[config.mk]
export PLATFORM = sky130hd
export DESIGN_NAME = plld_lock_detect
export DESIGN_NICKNAME = d
export VERILOG_FILES = /design/src/common/plld_pkg.sv /design/src/plld_serial_port.sv /design/src/plld_lock_detect.sv
export SDC_FILE = /design/constraint.sdc
export NUM_CORES = 1
export LEC_CHECK = 0
export BUFFER_PORTS_ARGS = -buffer_cell sky130_fd_sc_hd__buf_4
export CAP_MARGIN = 20
export CORE_UTILIZATION = 35
export CTS_CLUSTER_DIAMETER = 40
export DETAILED_ROUTE_END_ITERATION = 8
export GPL_TIMING_DRIVEN = 0
export PLACE_DENSITY_LB_ADDON = 0.08
export RECOVER_POWER = 50
export SYNTH_ARGS = -nofsm -noshare
export SYNTH_HDL_FRONTEND = slang
export SYNTH_SLANG_ARGS = --single-unit
[constraint.sdc]
create_clock -name clock -period 5.5 [get_ports clock]
set_input_delay 1.1 -clock clock [delete_from_list [all_inputs] [get_ports clock]]
set_output_delay 1.1 -clock clock [all_outputs]
set_load 0.03 [all_outputs]
[src/common/plld_pkg.sv]
// constants, types and helpers of the pll lock detector.
// assumes one 125 mhz clock; phase detector edges arrive as one-cycle pulses.
package plld_pkg;
    // ==========================================
    // register map
    localparam logic [5:0] REG_LD_CTRL = 6'h07;
    localparam logic [5:0] REG_PIN_CFG = 6'h0f;
    localparam logic [5:0] REG_STATUS = 6'h12;
    localparam logic [23:0] LD_CTRL_RST = 24'h00014d;
    localparam logic [23:0] PIN_CFG_RST = 24'h000001;
    localparam logic [23:0] CTRL_RW_MASK = 24'h000fcf;
    localparam logic [23:0] PIN_RW_MASK = 24'h00005f;
    // ==========================================
    // field positions
    localparam int THR_LSB = 0;
    localparam int EN_BIT = 3;
    localparam int WTYPE_BIT = 6;
    localparam int DUR_LSB = 7;
    localparam int SPD_LSB = 10;
    localparam int PIN_SRC_LSB = 0;
    localparam int PIN_SHARE_BIT = 6;
    localparam int STAT_LOCK_BIT = 1;
    localparam logic [4:0] PIN_SRC_LOCK = 5'h01;
    // ==========================================
    // timing
    localparam int CLK_PERIOD_NS = 8;
    localparam int ANALOG_WIN_NS = 10;
    // longest time: round down, never below one cycle
    localparam int ANALOG_WIN_CYC_I = (ANALOG_WIN_NS / CLK_PERIOD_NS < 1) ? 1 :
                                      ANALOG_WIN_NS / CLK_PERIOD_NS;
    localparam logic [7:0] ANALOG_WIN_CYC = 8'(ANALOG_WIN_CYC_I);
    // ==========================================
    // serial frame: rw bit, 6 address bits, 24 data bits
    localparam logic [4:0] SER_ADDR_LAST = 5'h06;
    localparam logic [4:0] SER_DATA_LAST = 5'h1e;
    localparam logic [4:0] SER_BIT_MAX = 5'h1f;
    // ==========================================
    // comparison states, gray only between idle and CMP_WAIT_DIV
    typedef enum logic [1:0] {
        CMP_IDLE = 2'b00,
        CMP_WAIT_DIV = 2'b01,
        CMP_WAIT_REF = 2'b11
    } plld_cmp_type;

    function automatic logic [16:0] plld_thresh(input logic [2:0] code);
        logic [16:0] t;
        t = 17'h00005;
        unique case (code)
            3'h0: t = 17'h00005;
            3'h1: t = 17'h00020;
            3'h2: t = 17'h00060;
            3'h3: t = 17'h00100;
            3'h4: t = 17'h00200;
            3'h5: t = 17'h00800;
            3'h6: t = 17'h02000;
            3'h7: t = 17'h0ffff;
        endcase
        return t;
    endfunction

    function automatic logic [23:0] plld_read(input logic [5:0] addr,
                                              input logic [23:0] ctrl,
                                              input logic [23:0] pin,
                                              input logic lock);
        logic [23:0] d;
        d = 24'h000000;
        if (addr == REG_LD_CTRL) begin
            d = ctrl;
        end else if (addr == REG_PIN_CFG) begin
            d = pin;
        end else if (addr == REG_STATUS) begin
            d[STAT_LOCK_BIT] = lock;
        end
        return d;
    endfunction
endpackage

[src/plld_serial_port.sv]
// serial register port: rw bit, address, 24 data bits, msb first.
// assumes ser_clk is already synchronous to clock and slow (>=2 clocks per half).
`timescale 1ns/10ps
module plld_serial_port
    import plld_pkg::*;
(
    // clock and reset
    input wire logic clock,
    input wire logic nrst,
    // serial pins
    input wire logic ser_clk,
    input wire logic ser_en,
    input wire logic ser_din,
    // register side
    input wire logic [23:0] rdata,
    output logic wr_pulse,
    output logic [5:0] addr,
    output logic [23:0] wdata,
    output logic rd_active,
    output logic sdo
);
    // ==========================================
    // frame state
    logic sclk_q_r, sclk_q_nxt;
    logic [4:0] bit_r, bit_nxt;
    logic rw_r, rw_nxt;
    logic [5:0] addr_r, addr_nxt;
    logic [23:0] shift_r, shift_nxt;
    logic load_r, load_nxt;
    logic wr_r, wr_nxt;
    logic rd_r, rd_nxt;
    logic sdo_r, sdo_nxt;
    logic rise;

    always_comb begin
        rise = ser_en & ser_clk & ~sclk_q_r;
        sclk_q_nxt = ser_clk;
        bit_nxt = bit_r;
        rw_nxt = rw_r;
        addr_nxt = addr_r;
        shift_nxt = shift_r;
        load_nxt = 1'b0;
        wr_nxt = 1'b0;
        rd_nxt = rd_r;
        sdo_nxt = sdo_r;
        if (!ser_en) begin
            bit_nxt = 5'h00;
            rd_nxt = 1'b0;
            sdo_nxt = 1'b0;
        end else if (load_r) begin
            // read data fetched one cycle after the address settles
            shift_nxt = rdata;
            sdo_nxt = rdata[23];
        end else if (rise) begin
            if (bit_r != SER_BIT_MAX) begin
                bit_nxt = 5'(bit_r + 5'h01);
            end
            if (bit_r == 5'h00) begin
                rw_nxt = ser_din;
            end else if (bit_r <= SER_ADDR_LAST) begin
                addr_nxt = {addr_r[4:0], ser_din};
                if (bit_r == SER_ADDR_LAST && rw_r) begin
                    load_nxt = 1'b1;
                    rd_nxt = 1'b1;
                end
            end else if (rw_r) begin
                shift_nxt = {shift_r[22:0], 1'b0};
                sdo_nxt = shift_r[22];
            end else if (bit_r <= SER_DATA_LAST) begin
                shift_nxt = {shift_r[22:0], ser_din};
                wr_nxt = (bit_r == SER_DATA_LAST);
            end
        end
    end

    always_ff @(posedge clock) begin
        if (!nrst) begin
            sclk_q_r <= 1'b0;
            bit_r <= 5'h00;
            rw_r <= 1'b0;
            addr_r <= 6'h00;
            shift_r <= 24'h000000;
            load_r <= 1'b0;
            wr_r <= 1'b0;
            rd_r <= 1'b0;
            sdo_r <= 1'b0;
        end else begin
            sclk_q_r <= sclk_q_nxt;
            bit_r <= bit_nxt;
            rw_r <= rw_nxt;
            addr_r <= addr_nxt;
            shift_r <= shift_nxt;
            load_r <= load_nxt;
            wr_r <= wr_nxt;
            rd_r <= rd_nxt;
            sdo_r <= sdo_nxt;
        end
    end

    assign wr_pulse = wr_r;
    assign addr = addr_r;
    assign wdata = shift_r;
    assign rd_active = rd_r;
    assign sdo = sdo_r;
endmodule

[src/plld_lock_detect.sv]
// pll lock detector: window timing, consecutive count, lock pin sharing.
// assumes ref_edge and div_edge are one-cycle pulses synchronous to clock.
`timescale 1ns/10ps
module plld_lock_detect
    import plld_pkg::*;
(
    // clock and reset
    input wire logic clock,
    input wire logic nrst,
    // serial port
    input wire logic ser_clk,
    input wire logic ser_en,
    input wire logic ser_din,
    // phase detector edges
    input wire logic ref_edge,
    input wire logic div_edge,
    // status and pins
    output logic lock_detect,
    output logic lock_or_serial_out_pin,
    output logic gpo_test_out
);
    // ==========================================
    // serial port
    logic wr_pulse;
    logic [5:0] ser_addr;
    logic [23:0] ser_wdata;
    logic rd_active;
    logic ser_sdo;
    logic [23:0] ld_ctrl_r, ld_ctrl_nxt;
    logic [23:0] pin_cfg_r, pin_cfg_nxt;
    logic lock_r, lock_nxt;
    logic [23:0] rdata;

    assign rdata = plld_read(ser_addr, ld_ctrl_r, pin_cfg_r, lock_r);

    plld_serial_port u_port (
        .clock(clock),
        .nrst(nrst),
        .ser_clk(ser_clk),
        .ser_en(ser_en),
        .ser_din(ser_din),
        .rdata(rdata),
        .wr_pulse(wr_pulse),
        .addr(ser_addr),
        .wdata(ser_wdata),
        .rd_active(rd_active),
        .sdo(ser_sdo)
    );

    // ==========================================
    // registers
    always_comb begin
        ld_ctrl_nxt = ld_ctrl_r;
        pin_cfg_nxt = pin_cfg_r;
        if (wr_pulse && ser_addr == REG_LD_CTRL) begin
            ld_ctrl_nxt = ser_wdata & CTRL_RW_MASK;
        end
        if (wr_pulse && ser_addr == REG_PIN_CFG) begin
            pin_cfg_nxt = ser_wdata & PIN_RW_MASK;
        end
    end

    always_ff @(posedge clock) begin
        if (!nrst) begin
            ld_ctrl_r <= LD_CTRL_RST;
            pin_cfg_r <= PIN_CFG_RST;
        end else begin
            ld_ctrl_r <= ld_ctrl_nxt;
            pin_cfg_r <= pin_cfg_nxt;
        end
    end

    logic ld_en, wtype, share;
    logic [2:0] thr_code, dur;
    logic [1:0] spd;
    logic [4:0] pin_src;
    assign ld_en = ld_ctrl_r[EN_BIT];
    assign wtype = ld_ctrl_r[WTYPE_BIT];
    assign thr_code = ld_ctrl_r[THR_LSB +: 3];
    assign dur = ld_ctrl_r[DUR_LSB +: 3];
    assign spd = ld_ctrl_r[SPD_LSB +: 2];
    assign pin_src = pin_cfg_r[PIN_SRC_LSB +: 5];
    assign share = pin_cfg_r[PIN_SHARE_BIT];

    // ==========================================
    // ld timer clock (stands in for the ring oscillator)
    logic [1:0] div_cnt_r, div_cnt_nxt;
    logic ld_clk_r, ld_clk_nxt;
    logic half_tick;

    always_comb begin
        half_tick = ld_en && (div_cnt_r == spd);
        div_cnt_nxt = half_tick ? 2'h0 : 2'(div_cnt_r + 2'h1);
        // ld clock toggled for test pin
        ld_clk_nxt = half_tick ? ~ld_clk_r : ld_clk_r;
        if (!ld_en) begin
            div_cnt_nxt = 2'h0;
            ld_clk_nxt = 1'b0;
        end
    end

    always_ff @(posedge clock) begin
        if (!nrst) begin
            div_cnt_r <= 2'h0;
            ld_clk_r <= 1'b0;
        end else begin
            div_cnt_r <= div_cnt_nxt;
            ld_clk_r <= ld_clk_nxt;
        end
    end

    // ==========================================
    // edge comparison and consecutive count
    plld_cmp_type state_r, state_nxt;
    logic [7:0] win_cnt_r, win_cnt_nxt;
    logic [16:0] run_cnt_r, run_cnt_nxt;
    logic [16:0] thr;
    logic [7:0] limit;
    logic step, hit, miss;

    always_comb begin
        thr = plld_thresh(thr_code);
        // analog fixed window or digital timer
        step = wtype ? half_tick : 1'b1;
        limit = wtype ? 8'(8'h01 << dur) : ANALOG_WIN_CYC;
        state_nxt = state_r;
        win_cnt_nxt = win_cnt_r;
        hit = 1'b0;
        miss = 1'b0;
        // whichever edge is first starts timing
        unique case (state_r)
            CMP_IDLE: begin
                win_cnt_nxt = 8'h00;
                if (ref_edge && div_edge) begin
                    hit = 1'b1;
                end else if (ref_edge) begin
                    state_nxt = CMP_WAIT_DIV;
                end else if (div_edge) begin
                    state_nxt = CMP_WAIT_REF;
                end
            end
            CMP_WAIT_DIV, CMP_WAIT_REF: begin
                if ((state_r == CMP_WAIT_DIV) ? div_edge : ref_edge) begin
                    hit = (win_cnt_r < limit);
                    miss = !hit;
                    state_nxt = CMP_IDLE;
                end else if (step) begin
                    if (8'(win_cnt_r + 8'h01) >= limit) begin
                        miss = 1'b1;
                        state_nxt = CMP_IDLE;
                    end else begin
                        win_cnt_nxt = 8'(win_cnt_r + 8'h01);
                    end
                end
            end
            default: begin
                state_nxt = CMP_IDLE;
            end
        endcase
        run_cnt_nxt = run_cnt_r;
        lock_nxt = lock_r;
        if (hit) begin
            if (run_cnt_r < thr) begin
                run_cnt_nxt = 17'(run_cnt_r + 17'h00001);
            end
            if (17'(run_cnt_r + 17'h00001) >= thr) begin
                lock_nxt = 1'b1;
            end
        end
        // miss restarts count and drops lock
        if (miss) begin
            run_cnt_nxt = 17'h00000;
            lock_nxt = 1'b0;
        end
        if (!ld_en) begin
            state_nxt = CMP_IDLE;
            win_cnt_nxt = 8'h00;
            run_cnt_nxt = 17'h00000;
            lock_nxt = 1'b0;
        end
    end

    always_ff @(posedge clock) begin
        if (!nrst) begin
            state_r <= CMP_IDLE;
            win_cnt_r <= 8'h00;
            run_cnt_r <= 17'h00000;
            lock_r <= 1'b0;
        end else begin
            state_r <= state_nxt;
            win_cnt_r <= win_cnt_nxt;
            run_cnt_r <= run_cnt_nxt;
            lock_r <= lock_nxt;
        end
    end

    // ==========================================
    // shared pin; registered so the pin never glitches on a mux change
    logic pin_r, pin_nxt;

    always_comb begin
        pin_nxt = 1'b0;
        if (rd_active && !share) begin
            pin_nxt = ser_sdo;
        // lock shown when source selects it
        end else if (pin_src == PIN_SRC_LOCK) begin
            pin_nxt = lock_r;
        end
    end

    always_ff @(posedge clock) begin
        if (!nrst) begin
            pin_r <= 1'b0;
        end else begin
            pin_r <= pin_nxt;
        end
    end

    assign lock_detect = lock_r;
    assign lock_or_serial_out_pin = pin_r;
    assign gpo_test_out = ld_clk_r;

    // ==========================================
    // checks
    a_disable_clears: assert property (@(posedge clock) disable iff (!nrst)
        !ld_en |=> (!lock_r && run_cnt_r == 17'h00000))
        else $error("lock state not cleared while disabled");

    a_enable_at_reset: assert property (@(posedge clock)
        !nrst |=> (ld_ctrl_r[EN_BIT] && ld_ctrl_r == LD_CTRL_RST))
        else $error("control register not at reset value");

    a_miss_clears: assert property (@(posedge clock) disable iff (!nrst)
        (ld_en && miss) |=> (!lock_r && run_cnt_r == 17'h00000))
        else $error("miss did not restart count");

    a_lock_threshold: assert property (@(posedge clock) disable iff (!nrst)
        ($rose(lock_r) && $stable(thr_code)) |-> (run_cnt_r >= thr))
        else $error("lock before threshold reached");

    a_digital_window: assert property (@(posedge clock) disable iff (!nrst)
        (ld_en && wtype && state_r != CMP_IDLE && $stable(dur))
        |-> (win_cnt_r < limit))
        else $error("digital window count exceeded limit");

    a_analog_window: assert property (@(posedge clock) disable iff (!nrst)
        (ld_en && !wtype && state_r == CMP_IDLE && ref_edge && !div_edge)
        ##1 (ld_en && !wtype && !div_edge) |=> (run_cnt_r == 17'h00000))
        else $error("late edge counted inside analog window");

    a_either_order: assert property (@(posedge clock) disable iff (!nrst)
        (ld_en && state_r == CMP_IDLE && div_edge && !ref_edge)
        |=> (state_r == CMP_WAIT_REF))
        else $error("divided edge first did not start timing");

    a_speed_div: assert property (@(posedge clock) disable iff (!nrst)
        (ld_en && spd != 2'h0 && half_tick) ##1 (ld_en && $stable(spd)) |-> !half_tick)
        else $error("ld timer ran too fast for speed code");

    a_test_clock: assert property (@(posedge clock) disable iff (!nrst)
        (ld_en && half_tick) |=> (gpo_test_out != $past(gpo_test_out)))
        else $error("test pin did not follow ld clock");

    a_pin_lock: assert property (@(posedge clock) disable iff (!nrst)
        (!rd_active && pin_src == PIN_SRC_LOCK) |=> (pin_r == $past(lock_r)))
        else $error("pin does not show lock flag");

    a_pin_serial: assert property (@(posedge clock) disable iff (!nrst)
        (rd_active && !share) |=> (pin_r == $past(ser_sdo)))
        else $error("pin does not carry serial data during read");
endmodule

**After elaboration in Yosys (flattened, before gate mapping)**

Memories as Yosys holds them, arrays and structs flattened. A register that Yosys moved wholly into a read port is not among the register bits.
Index checks and enable logic that the tools add are counted.

- Bitwise operators: 12
- Reduce and logical (&&, ||, !) cells: 31
- Add/sub/neg operators: 4
- Equal/unequal tests: 19
- Magnitude comparators: 6
- Shifts and indexed selects: 1
- Multiplexer cells: 42

Operators with widths:

| cell | count |
|---|---|
| $mux W23 | 6 |
| $mux W8 | 4 |
| $mux W1 | 19 |
| $add A17 B1 Y17 const B | 1 |
| $ge A17 B17 Y1 | 1 |
| $lt A17 B17 Y1 | 1 |
| $pmux W8 S2 | 1 |
| $reduce_and A4 Y1 | 4 |
| $reduce_and A5 Y1 | 3 |
| $mux W12 | 1 |
| $mux W2 | 6 |
| $not A1 Y1 | 10 |
| $ne A3 B3 Y1 const B | 3 |
| $add A8 B1 Y8 const B | 1 |
| $ge A8 B8 Y1 | 1 |
| $lt A8 B8 Y1 | 1 |
| $ne A2 B2 Y1 const B | 4 |
| $reduce_and A2 Y1 | 4 |
| $reduce_or A8 Y1 | 1 |
| $shl A1 B3 Y8 const A | 1 |
| $eq A6 B3 Y1 const B | 1 |
| $eq A6 B4 Y1 const B | 1 |
| $eq A6 B5 Y1 const B | 1 |
| $logic_and A1 B1 Y1 | 6 |
| 26 further kinds | 33 |

- Memories: 1
- Flip-flop bits (word level): 88
- Bits in read-only memories: 128

Memory list:

| memory | words | width | read ports | clocked after Yosys merged registers in | write ports | line | source |
|---|---|---|---|---|---|---|---|
| (no name shown) | 8 | 16 | 1 | 1 | 0 | plld_pkg.sv:48 | `unique case (code)` |

**Longest topological paths before layout**

Gate-level depths: netlist of the first run.

- Depth in word-level cells: 8
- Mapped depth: 13

**Cells and area by module**

From an unflattened synthesis of the first run, not the netlist that was laid out.

- Cells, all modules: 725
- Area total of the unflattened synthesis: 6371.1 µm²

Modules (own cells, without submodules):

| module | times used | sequential area each (µm²) | cells an instance | area an instance (µm²) |
|---|---|---|---|---|
| plld_lock_detect | 1 | 1121.1 | 508 | 4331.7 |
| plld_serial_port | 1 | 820.8 | 217 | 2039.5 |

**Worst setup path after synthesis of the first run**

OpenSTA, ideal clock, no wires.

- Kind: register -> register
- Start: register win_cnt_r[2]
- End: register win_cnt_r[4]
- Clock period less this slack: 2.653 ns
- Arrival: 2.521 ns
- Required time: 5.368 ns
- Cell stages (with the launch flop): 14
- Buffers on the path: 2
- Path slack: 2.847 ns
- Cells stage by stage: dfxtp_1 -> nand3_1 -> nor2_1 -> nor2b_1 -> or2_2 -> ha_1 -> a21o_1 -> a21o_1 -> a221oi_1 -> and3_1 -> buf_2 -> buf_2 -> nand3b_1 -> a21oi_1

- Longest elaborated chain between the ends: 5
- Elaborated cells on any way between the ends: 8
- Classes of those cells: add/sub: 1; order compare: 1; eq/ne: 1; mux: 4; reduce/logical: 1

Ends and longest elaborated chain:

| item | line | source |
|---|---|---|
| from (decl) | plld_lock_detect.sv:115 | `logic [7:0] win_cnt_r, win_cnt_nxt;` |
| from (signal assigned) | plld_lock_detect.sv:191 | `win_cnt_r <= win_cnt_nxt;` |
| $add A8 B1 Y8 (*) | plld_lock_detect.sv:148, plld_lock_detect.sv:152 |  |
| branches (longest 4 deep; another with $ge A8 B8 Y1) | -- |  |

Every way passes the cells marked *. The select of a mux whose other input is x is not followed.
A chain may end at the register's enable or synchronous reset.

**Worst setup path in the final report of the first run**

- Start: register ld_ctrl_r[6]
- End: register win_cnt_r[5]

- Longest elaborated chain between the ends: 4
- Elaborated cells on any way between the ends: 6
- Classes of those cells: order compare: 1; eq/ne: 2; mux: 2; reduce/logical: 1

Ends and longest elaborated chain:

| item | line | source |
|---|---|---|
| from (decl) | plld_lock_detect.sv:29 | `logic [23:0] ld_ctrl_r, ld_ctrl_nxt;` |
| from (signal assigned) | plld_lock_detect.sv:68 | `ld_ctrl_r <= ld_ctrl_nxt;` |
| $mux W8 | plld_lock_detect.sv:125 | `limit = wtype ? 8'(8'h01 << dur) : ANALOG_WIN_CYC;` |
| $ge A8 B8 Y1 | plld_lock_detect.sv:148 | `if (8'(win_cnt_r + 8'h01) >= limit) begin` |
| $ne A2 B2 Y1 (no line) | -- |  |
| $reduce_and A4 Y1 (no line) (*) | -- |  |

Mark *: on every way between the ends. The rest lies on a longest branch, timed or not.

==> summary.txt, run 1 <==
Synth
  • Synth warn: 0
  • Largest area contributor in the netlist: dfxtp_1
  • Register bit total from synthesis: 96
  • Seq/Total Area, Yosys: 0.336
  • Cells after Synth: 667
  • Ys async rst share: 0
  • Post-Syn Area: 5720 µm²
  • Top-count cell post-synth: dfxtp_1
  • Share of the synthesized area in the top cell type: 0.336
  • Synthesized Nets: 731
  • Post-synth cell types: 64
  • Number of synthesized flops with an enable pin: 0
  • Synth Flop Type: dfxtp_1
  • Synth Area per Inst: 8.58 µm²
  • Top post-synthesis cells by area: dfxtp_1 34%, ha_1 12%, nand2_1 4.7%, nand3_1 3.8%, a21boi_0 3.3%
  • Post-synth top cells: 96 x dfxtp_1, 72 x nand2_1, 57 x ha_1

Finish
  • Final net count: 751
  • Final instance count without filler cells: 907
  • Post-layout utilization of the core: 0.396
  • Layout filler cell count: 1668
  • Layout cells sized above 1: 0.0767
  • Finished layout cell area: 6310 µm²
  • # diodes: 0
  • Area Overhead vs Synth: 10.3%

Place
  • Placed instance area: 6060 µm²
  • Dpl hpwl: 10200 µm
  • Port bufs: 9
  • Final Wtd Congestion: 0.801
  • Placed cell count: 892
  • Place WS: 2.28 ns

Floorplanning
  • Initial core utilization: 0.359
  • Chip height: 130 µm
  • FP Rows: 46
  • Die Wd: 130 µm
  • Core Box Area: 15900 µm²
  • Die Area: 16900 µm²
  • I/O Pins: 10

Detailed routing
  • Vias per inst: 5.23
  • Post-DRT Antenna Nets: 0
  • DRT iter0 DRCs: 183
  • Routed WL: 14000 µm
  • Via count: 4747
  • First-pass detailed-route iteration total: 5
  • DRC violations left: 0
  • Routed wire per std cell: 15.4 µm

Worst setup path
  • Critical path class: register to register
  • Req. time, crit path: 5.78 ns
  • Startpoint class of the critical path: register
  • Slowest CP cell: clkbuf_1
  • Worst Path Max Fanout: 10
  • Crit path arrival time: 3.52 ns
  • Top cell by count, worst path: buf_2
  • Crit path largest cell delay: 0.39 ns
  • Worst setup EP type: register
  • Reg2reg path depth: 12
  • Reg2reg setup slack: 2.26 ns
  • Critical path, cell by cell: clkbuf_1 > nor2b_1 > nand2_1 > ha_1 > a211o_1 > a31o_2 > a221oi_1 > and3_1 > buf_2 > buf_2 > o21ai_0 > a21oi_1

GRT
  • Total gr overflow: 0
  • GRT Overall Usage: 0.177
  • Initial antenna violation count: 0
  • Vias in the first global route: 4653
  • Largest net degree at the start of global routing: 18
  • First-pass GRT wire length: 23300 µm

STA
  • Worst slew pin tran: 0.737 ns
  • Post-layout min period: 3.24 ns
  • Final Hold Violating Endpoints: 0
  • Final Skew: 0.0124 ns
  • Final Slew Violations: 0
  • Fmax: 0.308 GHz
  • Setup violators final: 0
  • RSZ-0062 raised after global routing: no
  • Total Neg Setup Slack: 0 ns
  • Hold Slack: 0.465 ns
  • Final WS setup: 2.26 ns
  • Final worst path period share: 0.590
  • Worst rel slew slack: 0.503

Min path
  • HP Class: register to register
  • Hold Path Depth: 2

Clock network
  • CTS Buf Count: 9
  • Post-CTS Setup Inserts: 0
  • CTS tree: built
  • Deepest clock path buffer count: 2
  • Depth of the CTS H-tree: 3
  • Cts repair resizes: 0
  • TritonCTS Sinks: 96
  • Clk_lat worst skew: 0.35 ns
  • Hold-fix buffers, CTS: 0
  • Root buf cell: clkbuf_16
  • CTS clock-pin slew for the worst setup and hold paths: 0.08 ns

Flow run
  • Max-cap violation count: 0

Power and ir drop
  • Pwr/cell area: 229 nW/µm²
  • Peak VDD IR: 0.135 mV
  • Static Leak: 2.51 nW
  • Total power: 1.44 mW

Status
  • Status: completed
==> flip-flops by register name (all words and copies together) (netlist names), 5 cells and up <==
| name | count |
|---|---|
| ld_ctrl_r | 10 |
| pin_cfg_r | 6 |
| run_cnt_r | 17 |
| thr | 8 |
| u_port.addr | 6 |
| u_port.bit_r | 5 |
| u_port.wdata | 23 |
| win_cnt_r | 8 |
==> path summary, 6_finish.rpt <==
kind                            startpoint                       endpoint
min          u_port.wdata[21]$_SDFFE_PN0P_  u_port.wdata[21]$_SDFFE_PN0P_
max reg2reg      ld_ctrl_r[6]$_SDFFE_PN1P_      win_cnt_r[5]$_SDFFE_PN0P_
min reg2reg  u_port.wdata[21]$_SDFFE_PN0P_  u_port.wdata[21]$_SDFFE_PN0P_
max              ld_ctrl_r[6]$_SDFFE_PN1P_      win_cnt_r[5]$_SDFFE_PN0P_
==> layer usage <==
metal | vias up | global-route usage | share of wire
li1 | 2448 | - | -
met1 | 2221 | 0.224 | 0.49
met2 | 64 | 0.303 | 0.47
met3 | 14 | 0.0226 | 0.019
met4 | 0 | 0.0759 | 0.017
met5 | - | 0 | 0
==> cell type report <==
| type | count | area, µm² | area share |
|---|---|---|---|
| Sequential cell | 96 | 1920 | 0.304 |
| Clock buffer | 9 | 225 | 0.0357 |
| Inverter | 25 | 93.8 | 0.0149 |
| Clock inverter | 6 | 52.6 | 0.00833 |
| Buffer | 33 | 138 | 0.0218 |
| Multi-Input combinational cell | 513 | 3560 | 0.564 |
| Tap cell | 216 | 270 | 0.0428 |
| Timing Repair Buffer | 9 | 48.8 | 0.00773 |
==> critical path, delay by kind of cell, from the launching register on <==
kind	cells	cell delay (ns)
compound gates	5	1.15
buf+inv	3	0.81
simple gates	3	0.61
flops	1	0.31
fa+ha+maj	1	0.31
==> cells by family after synthesis <==
kind of cell | synth area share
DFF | 0.336
AOI/OAI and AO/OA | 0.178
and+or+nand+nor | 0.249
muxes | 0.0306
buffers and inverters | 0.0411
xor gates and xnor gates | 0.0413
adders and majority gates | 0.125
==> layout by cell type, fill, tap and decap left out, drive strengths merged, types with 7 or more instances in the layout <==
master / instances
a211o: 7
a21boi: 27
a21oi: 37
and3: 12
buf: 15
clkbuf: 36
dfxtp: 96
ha: 57
inv: 27
mux2i: 13
nand2: 72
nand3: 46
nand3b: 11
nand4: 19
nor2: 38
nor2b: 16
nor3: 7
o21ai: 15
o31ai: 14
or2: 7
or4: 12
xnor2: 19
xor2: 8
==> power breakdown <==
group / internal, mW / total (mW) / switching (mW)
sequential: 0.702 / 0.711 / 0.00882
combinational: 0.0445 / 0.118 / 0.0740
clock: 0.312 / 0.614 / 0.302
total: 1.06 / 1.44 / 0.385
(Power assumes the default switching activity.)
==> run 2: changes to the inputs <==
clock period = 2.6 ns   (was 5.5 ns; I/O delays follow)
==> run 2 against run 1 <==
Sequential power increased by 110%. Clock power rose by 120%. Sequential share of layout area is 3.0 points lower. Via count grew 5.3%. Total power grew 120%. Die area stayed put. Design area grew 14%. Worst setup slack worse by 2.2 ns. Routed wire length grew 6.1%. Critical path type unchanged. Largest cell class unchanged.
==> summary.txt, run 2 (same netlist as run 1, synthesis figures left out) <==
Worst setup path
  • Worst R2R Start: win_cnt_r[0]$_SDFFE_PN0P_
  • Req. time, crit path: 2.82 ns
  • Worst setup startpoint: win_cnt_r[0]$_SDFFE_PN0P_
  • Crit path arrival time: 2.81 ns
  • Top cell by count, worst path: buf_6
  • Crit path largest cell delay: 0.39 ns
  • Startpoint class of the critical path: register
  • Worst Path Max Fanout: 7
  • Critical path class: register to register
  • Slowest CP cell: dfxtp_4
  • Worst setup EP type: register
  • Critical path, cell by cell: ha_4 > nand3_4 > nor2_2 > xor2_2 > ha_1 > a21o_1 > a221oi_2 > and3_1 > buf_6 > buf_6 > nand3b_1 > a21oi_1

Power and ir drop
  • Peak VDD IR: 0.340 mV
  • Static Leak: 2.81 nW
  • Pwr/cell area: 448 nW/µm²
  • Total power: 3.23 mW

GRT
  • Vias in the first global route: 4923
  • GRT Overall Usage: 0.186
  • First-pass GRT wire length: 24500 µm
  • Largest net degree at the start of global routing: 18
  • Total gr overflow: 0
  • Initial antenna violation count: 0

Place
  • Dpl hpwl: 10200 µm
  • Final Wtd Congestion: 0.799
  • Port bufs: 9

Floorplanning
  • Initial core utilization: 0.359
  • Die Wd: 130 µm
  • I/O Pins: 10
  • Chip height: 130 µm
  • FP Rows: 46
  • Core Box Area: 15900 µm²
  • Die Area: 16900 µm²

STA
  • RSZ-0062 raised after global routing: yes
  • Setup violators final: 0
  • Hold Slack: 0.390 ns
  • Post-layout min period: 2.59 ns
  • Final Skew: 0.0140 ns
  • Fmax: 0.386 GHz
  • Final worst path period share: 0.997
  • Final Hold Violating Endpoints: 0
  • Worst rel slew slack: 0.528
  • Worst slew pin tran: 0.703 ns
  • Final Slew Violations: 0

Finish
  • Layout filler cell count: 1548
  • # diodes: 0
  • Max reg flops: 23
  • Layout cells sized above 1: 0.247
  • Commonest non-fill, non-tap cell in the layout: dfxtp_1
  • Area Overhead vs Synth: 25.8%
  • Most frequent cells in the layout: 77 x dfxtp_1, 65 x nand2_1, 52 x ha_1
  • Final net count: 792

Detailed routing
  • First-pass detailed-route iteration total: 4
  • DRT iter0 DRCs: 200
  • Routed WL: 14800 µm
  • Routed wire per std cell: 15.6 µm
  • Vias per inst: 5.27
  • DRC violations left: 0
  • Via count: 4997
  • Post-DRT Antenna Nets: 0

Clock network
  • Clk_lat worst skew: 0.36 ns
  • CTS clock-pin slew for the worst setup and hold paths: 0.08 ns
  • Root buf cell: clkbuf_16
  • TritonCTS Sinks: 96
  • CTS tree: built
  • Deepest clock path buffer count: 2
  • CTS Buf Count: 9
  • Depth of the CTS H-tree: 3

Min path
  • HP Class: input port to register
  • Hold Startpoint: ser_clk

Status
  • Status: completed

Flow run
  • Max-cap violation count: 0
## run 2: layout make-up
cell class / instances / area [µm²] / area share
well taps: 216 / 270 / 0.0375
repair buffers: 51 / 407 / 0.0565
inverters: 25 / 97.6 / 0.0136
flip-flops and latches: 96 / 1970 / 0.274
clock buffers: 9 / 225 / 0.0313
plain buffers: 32 / 178 / 0.0247
multi-input cells: 513 / 3970 / 0.552
clock inverters: 7 / 77.6 / 0.0108
## run 2: critical path, delay by kind of cell, from the launching register on
family	cells	cell delay, ns
compound gates	3	0.55
xor+xnor	1	0.21
fa+ha+maj	2	0.46
buf+inv	2	0.26
flops	1	0.39
simple gates	4	0.57
## run 2: what timing repair did
item | in CTS | in global routing
buffers inserted | 18 | 22
cloned | 2 | 0
endpoints found under the setup margin | 28 | 27
gates resized for setup | 63 | 72
hold buffers | 0 | 0
pin swaps | 12 | 38
## run 2: where the power goes
group | switching [mW] | total [mW] | internal (mW)
clock | 0.621 | 1.38 | 0.755
combinational | 0.192 | 0.346 | 0.155
sequential | 0.0226 | 1.50 | 1.48
total | 0.835 | 3.23 | 2.39
## run 2: worst paths after layout
| check | to | slack, ns | cells after the start |
|---|---|---|---|
| worst max-delay path | win_cnt_r[5]$_SDFFE_PN0P_ | 0.008 | 12 |
| worst min-delay path | u_port.sclk_q_r$_SDFF_PN0_ | 0.39 | 2 |
| worst max register to register | win_cnt_r[5]$_SDFFE_PN0P_ | 0.008 | 12 |
| worst min register to register | u_port.wdata[13]$_SDFFE_PN0P_ | 0.46 | 2 |
## run 2: metal layers
layer | vias to the layer above | GRT usage | routed length [µm]
met5 | - | 0 | 0
met4 | 0 | 0.0718 | 274
met3 | 17 | 0.0250 | 239
met2 | 48 | 0.327 | 7290
met1 | 2395 | 0.230 | 7010
li1 | 2537 | - | -
## run 2: stage by stage
stage / area, µm² / cells / TNS (ns) / util / worst slack, ns
floorplan: 5730 / 667 / 0 / - / 0.00167
global placement: 6070 / 892 / -12.76 / 0.381 / -0.580
detailed placement: 6070 / 892 / -13.52 / 0.381 / -0.611
CTS: 6750 / 927 / 0 / 0.424 / 0.000277
global route: 7200 / 949 / -1.75 / 0.452 / -0.121
finish: 7200 / 949 / 0 / 0.452 / 0.00830
